===== src/hsc_pkg.sv =====
package hsc_pkg;

  ////////////////////////////////////////////////////////////////////////////////
  // Management addressing.
  localparam logic [4:0]  DEV_ADDR       = 5'h1E;
  localparam logic [15:0] REG_POWER      = 16'h0001;
  localparam logic [15:0] REG_PLL        = 16'h0002;
  localparam logic [15:0] REG_TXRX       = 16'h0003;

  // Values after reset.
  localparam logic [15:0] RST_PLL        = 16'h831D;
  localparam logic [15:0] RST_TXRX       = 16'hA848;
  localparam logic        RST_POWER_OFF  = 1'b0;
  localparam logic [15:0] RST_ADDR       = 16'h0000;

  // Field positions in the power register.
  localparam int          POWER_OFF_BIT  = 15;

  // Field positions in the PLL control register.
  localparam int          RSVD_HI_LSB    = 10;
  localparam int          PLL_BW_LSB     = 8;
  localparam int          RSVD_B7_BIT    = 7;
  localparam int          VCO_RANGE_BIT  = 6;
  localparam int          RSVD_B5_BIT    = 5;
  localparam int          PLL_EN_BIT     = 4;
  localparam int          PLL_MULT_LSB   = 0;

  // Field positions in the transmit and receive analog register.
  localparam int          SWING_LSB      = 12;
  localparam int          TX_EN_BIT      = 11;
  localparam int          EQ_HOLD_BIT    = 10;
  localparam int          TX_RATE_LSB    = 8;
  localparam int          AGC_LSB        = 6;
  localparam int          AZ_LSB         = 4;

  // Frame layout counts, in management clock periods.
  localparam logic [5:0]  PREAMBLE_LEN   = 6'h20;
  localparam logic [4:0]  HDR_BITS       = 5'h0E;
  localparam logic [4:0]  DATA_BITS      = 5'h10;

  // Frame start and operation codes.
  localparam logic [1:0]  ST_CL45        = 2'h0;
  localparam logic [1:0]  OP_ADDRESS     = 2'h0;
  localparam logic [1:0]  OP_WRITE       = 2'h1;
  localparam logic [1:0]  OP_READ_INC    = 2'h2;
  localparam logic [1:0]  OP_READ        = 2'h3;

  // Frame receiver states.
  typedef enum logic [3:0] {
    FR_PRE  = 4'h1,
    FR_HDR  = 4'h2,
    FR_TA   = 4'h4,
    FR_DATA = 4'h8
  } hsc_frame_e;

  // Static controls presented to the analog serdes macro.
  typedef struct packed {
    logic [1:0] pll_loop_bw_sel;
    logic       vco_low_range;
    logic       pll_enable;
    logic [3:0] pll_multiplier_code;
    logic [6:0] pll_mult_x4;
    logic       pll_mult_reserved;
    logic [3:0] tx_amplitude_code;
    logic       tx_enable;
    logic       equalizer_freeze;
    logic [1:0] tx_rate_code;
    logic [1:0] gain_loop_mode;
    logic [1:0] auto_zero_mode;
    logic       datapath_off;
  } hsc_ana_s;

  // Multiplier code to factor in quarter steps; reserved codes give zero.
  function automatic logic [6:0] mult_x4(input logic [3:0] code);
    logic [6:0] f;
    f = 7'h00;
    unique case (code)
      4'h2:    f = 7'h10;
      4'h3:    f = 7'h14;
      4'h4:    f = 7'h18;
      4'h5:    f = 7'h20;
      4'h6:    f = 7'h21;
      4'h7:    f = 7'h28;
      4'h8:    f = 7'h30;
      4'h9:    f = 7'h32;
      4'hA:    f = 7'h3C;
      4'hB:    f = 7'h40;
      4'hC:    f = 7'h42;
      4'hD:    f = 7'h50;
      4'hE:    f = 7'h64;
      default: f = 7'h00;
    endcase
    return f;
  endfunction

endpackage


===== src/hsc_sync.sv =====
`timescale 1ns/1ns
////////////////////////////////////////////////////////////////////////////////
// Two flip-flop synchroniser for a group of pin inputs.
module hsc_sync #(
  parameter int WIDTH = 8
) (
  input  wire logic             clock,
  input  wire logic             rst,
  input  wire logic [WIDTH-1:0] pin_in,
  output logic      [WIDTH-1:0] pin_sync
);

  generate
    if (WIDTH < 1) begin : g_bad_width
      $error("hsc_sync needs at least one bit.");
    end
  endgenerate

  logic [WIDTH-1:0] meta_r;

  // Each bit passes two flops; only the second stage leaves this module.
  genvar gi;
  generate
    for (gi = 0; gi < WIDTH; gi++)
    begin : g_bit
      always_ff @(posedge clock)
      begin
        if (rst)
        begin
          meta_r[gi]   <= 1'b0;
          pin_sync[gi] <= 1'b0;
        end
        else
        begin
          meta_r[gi]   <= pin_in[gi];
          pin_sync[gi] <= meta_r[gi];
        end
      end
    end
  endgenerate

endmodule // hsc_sync


===== src/hsc_regs.sv =====
`timescale 1ns/1ns
// Summary of operation
// RULE1 - PLL register at 0x0002, resets 0x831D.
// RULE2 - Analog register at 0x0003, resets 0xA848.
// RULE3 - Reserved bits read-write, documented reset values.
// RULE4 - Loop bandwidth code drives PLL bandwidth.
// RULE5 - VCO range bit selects low range.
// RULE6 - Software sets low range below 2.5 GHz.
// RULE7 - PLL enable gated by power-down pin, bit.
// RULE8 - Multiplier code resets 1101, drives PLL.
// RULE9 - Multiplier codes map to listed factors.
// RULE10 - Swing code resets 1010, drives amplitude.
// RULE11 - Transmit enable gated by power-down controls.
// RULE12 - Equalizer freeze holds adaptation state.
// RULE13 - Transmit rate code full to eighth.
// RULE14 - Gain loop mode drives attenuator behaviour.
// RULE15 - Auto-zero mode drives calibration behaviour.
// RULE16 - Global power-off bit at 0x0001 bit 15.
// RULE17 - Fields held in flops, applied continuously.
module hsc_regs (
  input  wire logic             clock,
  input  wire logic             rst,
  input  wire logic             mdc,
  input  wire logic             mdio_in,
  output logic                  mdio_out,
  output logic                  mdio_oe,
  input  wire logic [4:0]       port_addr,
  input  wire logic             channel_global_power_off_n,
  output hsc_pkg::hsc_ana_s     ana
);

  ////////////////////////////////////////////////////////////////////////////////
  // Pin synchronisation.
  logic [7:0] pins_s;
  logic       mdc_s;
  logic       mdio_s;
  logic       pd_n_s;
  logic [4:0] prt_s;

  hsc_sync #(
    .WIDTH    (8)
  ) u_sync (
    .clock    (clock),
    .rst      (rst),
    .pin_in   ({port_addr, channel_global_power_off_n, mdio_in, mdc}),
    .pin_sync (pins_s)
  );

  assign mdc_s  = pins_s[0];
  assign mdio_s = pins_s[1];
  assign pd_n_s = pins_s[2];
  assign prt_s  = pins_s[7:3];

  ////////////////////////////////////////////////////////////////////////////////
  // State.
  hsc_pkg::hsc_frame_e state_r, state_nxt;
  logic        mdc_d_r,  mdc_d_nxt;
  logic [5:0]  pre_r,    pre_nxt;
  logic [4:0]  cnt_r,    cnt_nxt;
  logic [13:0] hdr_r,    hdr_nxt;
  logic [15:0] sh_r,     sh_nxt;
  logic [15:0] addr_r,   addr_nxt;
  logic [15:0] pll_r,    pll_nxt;
  logic [15:0] txrx_r,   txrx_nxt;
  logic        poff_r,   poff_nxt;
  logic        out_r,    out_nxt;
  logic        oe_r,     oe_nxt;
  hsc_pkg::hsc_ana_s ana_r, ana_nxt;

  logic        mdc_rise;
  logic        sel;
  logic        is_read;
  logic [1:0]  op;
  logic [15:0] rdata;
  logic [15:0] wdata;

  // Frame decode from the captured header: start, operation, port, device.
  assign mdc_rise = mdc_s & ~mdc_d_r;
  assign op       = hdr_r[11:10];
  assign sel      = (hdr_r[13:12] == hsc_pkg::ST_CL45) && (hdr_r[9:5] == prt_s)
                    && (hdr_r[4:0] == hsc_pkg::DEV_ADDR);
  assign is_read  = sel && (op == hsc_pkg::OP_READ || op == hsc_pkg::OP_READ_INC);
  assign wdata    = {sh_r[14:0], mdio_s};

  // Read data for the addressed register; unmapped addresses read zero.
  always_comb
  begin
    rdata = 16'h0000;
    if (addr_r == hsc_pkg::REG_POWER)
      rdata[hsc_pkg::POWER_OFF_BIT] = poff_r; // RULE16
    else if (addr_r == hsc_pkg::REG_PLL)
      rdata = pll_r; // RULE1
    else if (addr_r == hsc_pkg::REG_TXRX)
      rdata = txrx_r; // RULE2
  end

  ////////////////////////////////////////////////////////////////////////////////
  // Management frame receiver and register writes, advanced on each mdc rise.
  always_comb
  begin
    state_nxt = state_r;
    mdc_d_nxt = mdc_s;
    pre_nxt   = pre_r;
    cnt_nxt   = cnt_r;
    hdr_nxt   = hdr_r;
    sh_nxt    = sh_r;
    addr_nxt  = addr_r;
    pll_nxt   = pll_r;
    txrx_nxt  = txrx_r;
    poff_nxt  = poff_r;
    out_nxt   = out_r;
    oe_nxt    = oe_r;
    if (mdc_rise)
    begin
      unique case (state_r)
        hsc_pkg::FR_PRE:
        begin
          if (mdio_s)
          begin
            if (pre_r != hsc_pkg::PREAMBLE_LEN)
              pre_nxt = pre_r + 6'h01;
          end
          else if (pre_r == hsc_pkg::PREAMBLE_LEN)
          begin
            state_nxt = hsc_pkg::FR_HDR;
            hdr_nxt   = 14'h0000;
            cnt_nxt   = 5'h01;
            pre_nxt   = 6'h00;
          end
          else
            pre_nxt = 6'h00;
        end
        hsc_pkg::FR_HDR:
        begin
          hdr_nxt = {hdr_r[12:0], mdio_s};
          cnt_nxt = cnt_r + 5'h01;
          if (cnt_r == hsc_pkg::HDR_BITS - 5'h01)
          begin
            state_nxt = hsc_pkg::FR_TA;
            cnt_nxt   = 5'h00;
          end
        end
        hsc_pkg::FR_TA:
        begin
          if (cnt_r == 5'h00)
          begin
            cnt_nxt = 5'h01;
            if (is_read)
            begin
              oe_nxt  = 1'b1; // Second turnaround bit is driven low.
              out_nxt = 1'b0;
            end
          end
          else
          begin
            state_nxt = hsc_pkg::FR_DATA;
            cnt_nxt   = 5'h00;
            out_nxt   = rdata[15];
            sh_nxt    = {rdata[14:0], 1'b0};
          end
        end
        hsc_pkg::FR_DATA:
        begin
          cnt_nxt = cnt_r + 5'h01;
          sh_nxt  = wdata;
          out_nxt = sh_r[15];
          if (cnt_r == hsc_pkg::DATA_BITS - 5'h01)
          begin
            state_nxt = hsc_pkg::FR_PRE;
            cnt_nxt   = 5'h00;
            oe_nxt    = 1'b0;
            out_nxt   = 1'b0;
            if (sel && op == hsc_pkg::OP_ADDRESS)
              addr_nxt = wdata;
            if (sel && op == hsc_pkg::OP_READ_INC)
              addr_nxt = addr_r + 16'h0001;
            if (sel && op == hsc_pkg::OP_WRITE)
            begin
              if (addr_r == hsc_pkg::REG_PLL)
                pll_nxt = wdata; // RULE3
              if (addr_r == hsc_pkg::REG_TXRX)
                txrx_nxt = wdata;
              if (addr_r == hsc_pkg::REG_POWER)
                poff_nxt = wdata[hsc_pkg::POWER_OFF_BIT]; // RULE16
            end
          end
        end
      endcase
    end
  end

  // Registers the frame receiver and the configuration words.
  always_ff @(posedge clock)
  begin
    if (rst)
    begin
      state_r <= hsc_pkg::FR_PRE;
      mdc_d_r <= 1'b0;
      pre_r   <= 6'h00;
      cnt_r   <= 5'h00;
      hdr_r   <= 14'h0000;
      sh_r    <= 16'h0000;
      addr_r  <= hsc_pkg::RST_ADDR;
      pll_r   <= hsc_pkg::RST_PLL; // RULE1
      txrx_r  <= hsc_pkg::RST_TXRX; // RULE2
      poff_r  <= hsc_pkg::RST_POWER_OFF;
      out_r   <= 1'b0;
      oe_r    <= 1'b0;
    end
    else
    begin
      state_r <= state_nxt;
      mdc_d_r <= mdc_d_nxt;
      pre_r   <= pre_nxt;
      cnt_r   <= cnt_nxt;
      hdr_r   <= hdr_nxt;
      sh_r    <= sh_nxt;
      addr_r  <= addr_nxt;
      pll_r   <= pll_nxt;
      txrx_r  <= txrx_nxt;
      poff_r  <= poff_nxt;
      out_r   <= out_nxt;
      oe_r    <= oe_nxt;
    end
  end

  ////////////////////////////////////////////////////////////////////////////////
  // Analog macro controls, recomputed every cycle from the stored fields.
  always_comb
  begin
    ana_nxt                     = '0;
    ana_nxt.pll_loop_bw_sel     = pll_r[hsc_pkg::PLL_BW_LSB +: 2]; // RULE4
    ana_nxt.vco_low_range       = pll_r[hsc_pkg::VCO_RANGE_BIT]; // RULE5
    ana_nxt.pll_enable          = pll_r[hsc_pkg::PLL_EN_BIT] & pd_n_s & ~poff_r; // RULE7
    ana_nxt.pll_multiplier_code = pll_r[hsc_pkg::PLL_MULT_LSB +: 4]; // RULE8
    ana_nxt.pll_mult_x4         = hsc_pkg::mult_x4(pll_r[hsc_pkg::PLL_MULT_LSB +: 4]); // RULE9
    ana_nxt.pll_mult_reserved   = (ana_nxt.pll_mult_x4 == 7'h00); // RULE9
    ana_nxt.tx_amplitude_code   = txrx_r[hsc_pkg::SWING_LSB +: 4]; // RULE10
    ana_nxt.tx_enable           = txrx_r[hsc_pkg::TX_EN_BIT] & pd_n_s & ~poff_r; // RULE11
    ana_nxt.equalizer_freeze    = txrx_r[hsc_pkg::EQ_HOLD_BIT]; // RULE12
    ana_nxt.tx_rate_code        = txrx_r[hsc_pkg::TX_RATE_LSB +: 2]; // RULE13
    ana_nxt.gain_loop_mode      = txrx_r[hsc_pkg::AGC_LSB +: 2]; // RULE14
    ana_nxt.auto_zero_mode      = txrx_r[hsc_pkg::AZ_LSB +: 2]; // RULE15
    ana_nxt.datapath_off        = poff_r | ~pd_n_s; // RULE16
  end

  // Holds the controls in flops so a finished write simply takes effect.
  always_ff @(posedge clock)
  begin
    if (rst)
      ana_r <= '0;
    else
      ana_r <= ana_nxt; // RULE17
  end

  assign ana      = ana_r;
  assign mdio_out = out_r;
  assign mdio_oe  = oe_r;

endmodule // hsc_regs


===== config.mk =====
export PLATFORM = sky130hd
export DESIGN_NAME = hsc_regs
export DESIGN_NICKNAME = d
export VERILOG_FILES = /design/src/hsc_pkg.sv /design/src/hsc_sync.sv /design/src/hsc_regs.sv
export SDC_FILE = /design/constraint.sdc
export NUM_CORES = 1
export LEC_CHECK = 0
export BUFFER_PORTS_ARGS = -buffer_cell sky130_fd_sc_hd__clkbuf_2
export CAP_MARGIN = 40
export CORE_MARGIN = 5
export CORE_UTILIZATION = 40
export DETAILED_ROUTE_END_ITERATION = 7
export PLACE_DENSITY = 0.52
export SETUP_SLACK_MARGIN = 0.02
export SLEW_MARGIN = 20
export SYNTH_ARGS = -nofsm -noshare
export SYNTH_HDL_FRONTEND = slang
export SYNTH_SLANG_ARGS = --single-unit

===== constraint.sdc =====
create_clock -name clock -period 4 [get_ports clock]
set_input_delay 0.4 -clock clock [delete_from_list [all_inputs] [get_ports clock]]
set_output_delay 0.4 -clock clock [all_outputs]
set_load 0.01 [all_outputs]

==> impl_results.md <==
- Initial antenna violation count: 0
- WP data arrival: 3.47 ns
- Hold_buf cts: 0
- Syn avg cell area: 8.93 um2
- Worst-margin pin slew: 0.785 ns
- Reg-to-Reg End: ana_nxt[18]$_DFF_P_
- Drt initial violations: 429
- Maximum clock rate: 322 MHz
- Net Count, Synth: 766
- Post-CTS sizing: 0
- Worst path slowest cell: dfxtp_1
- CTS Root Cell: clkbuf_16
- Die Y: 138 um
- Sequential Power Share: 49.9%
- Fin nets: 792
- Commonest non-fill, non-tap cell in the layout: dfxtp_1
- GPL Wtd Cong: 0.820
- GR Overflow Total: 0
- CTS buffer count: 17
- Synthesized area: 6600 um2
- Syn. warnings: 0
- Sequential element share of the synthesized area: 45.2%
- Largest delay contributor family on the critical path: simple AND/OR/NAND/NOR gates
- Final setup fails: 0
- Critical Path, Cell by Cell: ha_1 > and3_1 > ha_1 > inv_1 > nor4_4 > nand4_4 > buf_4 > and2_1 > a211o_1 > inv_1 > ha_1 > mux2i_1 > a31oi_1 > a31o_2
- Max-slew violations: 0
- Worst Path Required: 4.36 ns
- CP peak stage delay: 0.37 ns
- WP buf/inv: 3
- Hold Crit Class: input pin to flip-flop
- RSZ-0062 raised after global routing: false
- Critical Path End Type: flip-flop
- Worst hold stages: 2
- Area Overhead vs Synth: 14.3%
- Largest net degree at the start of global routing: 53
- Num ports: 41
- Max VDD drop: 0.294 mV
- CP Class: flip-flop to flip-flop
- Most frequent cells in the layout: dfxtp_1, nor2_1, nand2_1
- Reg2reg setup slack: 0.89 ns
- Vias: 5289
- Worst setup SP type: flip-flop
- Gate count of the mapped netlist: 739
- Hpwl dp: 10600 um
- First-pass GRT wire length: 26000 um
- Drt via density: 5.32
- Starting Density: 40.2%
- Ys async rst share: 0%
- Combinational power share: 2.2%
- Routed WL: 15500 um
- Max-cap violation count: 0
- DRC Markers: 0
- CP Max Fanout: 17
- PD cells: 400 nW/um2
- Clk sinks: 149
- CTS tree: built
- Critical R2R Launch: cnt_r[0]$_SDFFE_PP0P_
- R2R cell count: 14
- Worst min-delay path startpoint: port_addr[0]
- Fin crit period: 3.11 ns
- Skew final: 0.0101 ns
- Post-CTS Setup Bufs: 0
- Internal power: 2.37 mW
- Cell count along the critical path: 14
- Fin util: 46.0%
- Final number of hold-violating endpoints: 0
- Vias in the first global route: 5094
- N_diodes: 0
- Synth cell types: 67
- Core Area: 16400 um2
- FP Rows: 47
- Number of routed nets with antenna violations: 0
- Die area: 19200 um2
- Synth Flop Type: dfxtp_1
- Tcrit/Tclk final: 77.7%
- Number of H-tree levels: 4
- Worst-Skew Late Latency: 0.42 ns
- Status: finished, final reports clean
- Number of synthesized flops with an enable pin: 0
- Clock network fraction of total power: 47.9%
- Worst Hold End: u_sync.meta_r[3]$_SDFF_PP0_
- DR pass1 iterations: 4
- IO Port Bufs: 40
- Leakage: 2.85 nW
- Clock buffer depth: 2
- Relative slew slack: 47.3%
- Layout cells sized above 1: 13.8%
- Die X-Extent: 138 um
- WL/cell: 15.6 um
- Clock-pin slew on the worst setup and hold paths: 0.06 ns
- GRT Util Overall: 16.3%
- Final Total Pwr: 3.02 mW
- Psw: 0.643 mW
- #FFs+latches synth: 149
- Post-route setup TNS: 0 ns
- CP most frequent cell: ha_1
- Switch share: 21.3%
layer usage:
metal | part of all wire, % | wire length [um] | track usage (%) | vias to the layer above
li1 | - | - | - | 2656
met1 | 48 | 7500 | 21.9 | 2529
met2 | 47 | 7240 | 25.7 | 91
met3 | 3.7 | 579 | 3.87 | 13
met4 | 1.3 | 199 | 6.08 | 0
met5 | 0 | 0 | 0 | -
logic make-up (layout without fill, tap and decap cells):
kind of cell             Yosys count  in the layout  share of synthesized area (%)
AO/OA/AOI/OAI                    159            159                           15.8
XOR/XNOR                          10             10                           1.33
adder cells (fa/ha/maj)           17             17                           3.22
buffers and inverters             63             98                           3.88
flip-flops                       149            149                           45.2
multiplexers                      41             41                           6.46
AND/OR/NAND/NOR                  300            300                           24.1
state kept, by name (all words and copies together) (netlist names), 4 cells and up:
name	count
u_sync.pin_sync	8
addr_r	16
hdr_r	14
cnt_r	5
pre_r	6
ana_nxt	7
u_sync.meta_r	8
txrx_r	16
sh_r	16
state_r	4
ana	29
pll_r	16
cells in the mapped netlist (4+ instances only):
cell type	number	area, um2
a31oi_1	7	43.8
buf_2	4	20.0
nor4_1	4	25.0
a211oi_1	23	173
o21ai_0	34	170
nand2_1	77	289
a21oi_1	34	170
or3_1	6	37.5
nand3_1	10	50.1
inv_1	14	52.6
ha_1	17	213
nor3_1	9	45.0
a32oi_1	16	140
and3_1	7	43.8
nor2b_1	49	307
nor4b_1	4	35.0
nand3b_1	4	30.0
mux2i_1	35	350
nand4_1	4	25.0
dfxtp_1	149	2980
a22oi_1	14	105
o21ai_1	4	20.0
and2_1	9	56.3
a21o_1	10	75.1
clkbuf_1	39	146
and4_1	8	70.1
nor2_1	78	293
or4_1	6	45.0
xnor2_1	7	61.3
how the worst max path moves through the flow:
stage                            start             endpoint  slack, ns
2_1_floorplan  state_r[0]$_SDFFE_PP1P_  ana_nxt[18]$_DFF_P_       1.34
4_1_cts          cnt_r[0]$_SDFFE_PP0P_  ana_nxt[18]$_DFF_P_       0.90
3_3_place_gp   state_r[1]$_SDFFE_PP0P_  ana_nxt[18]$_DFF_P_       1.04
6_report         cnt_r[0]$_SDFFE_PP0P_  ana_nxt[18]$_DFF_P_       0.89
3_5_place_dp     cnt_r[0]$_SDFFE_PP0P_  ana_nxt[18]$_DFF_P_       0.96
5_1_grt          cnt_r[1]$_SDFFE_PP0P_  ana_nxt[18]$_DFF_P_       0.61
power groups by stage:
stage	sequential [mW]	clock [mW]	combinational (mW)
after floorplan	1.54	0	0.0395
after global placement	1.54	0	0.0632
after detailed placement	1.54	0	0.0663
after CTS	1.51	1.48	0.0666
after global routing	1.51	1.55	0.0721
final	1.51	1.44	0.0650
cell type report:
class,instances,area (um2)
clock buffers,18,439
well taps,220,275
clock inverters,10,87.6
inverters,15,56.3
flip-flops and latches,149,2980
multi-input cells,527,3370
fillers,1592,8860
repair buffers,55,334
stage by stage:
stage               hold WS, ns  setup WS (ns)  std cells  area (um2)
finish                    0.196          0.891        994        7540
global route              0.196          0.614        994        7540
CTS                       0.173          0.901        994        7540
detailed placement        0.431          0.956        966        7020
global placement          0.422           1.04        960        6950
floorplan                 0.414           1.34        739        6600
No activity file was read; power rests on OpenSTA's default activity.
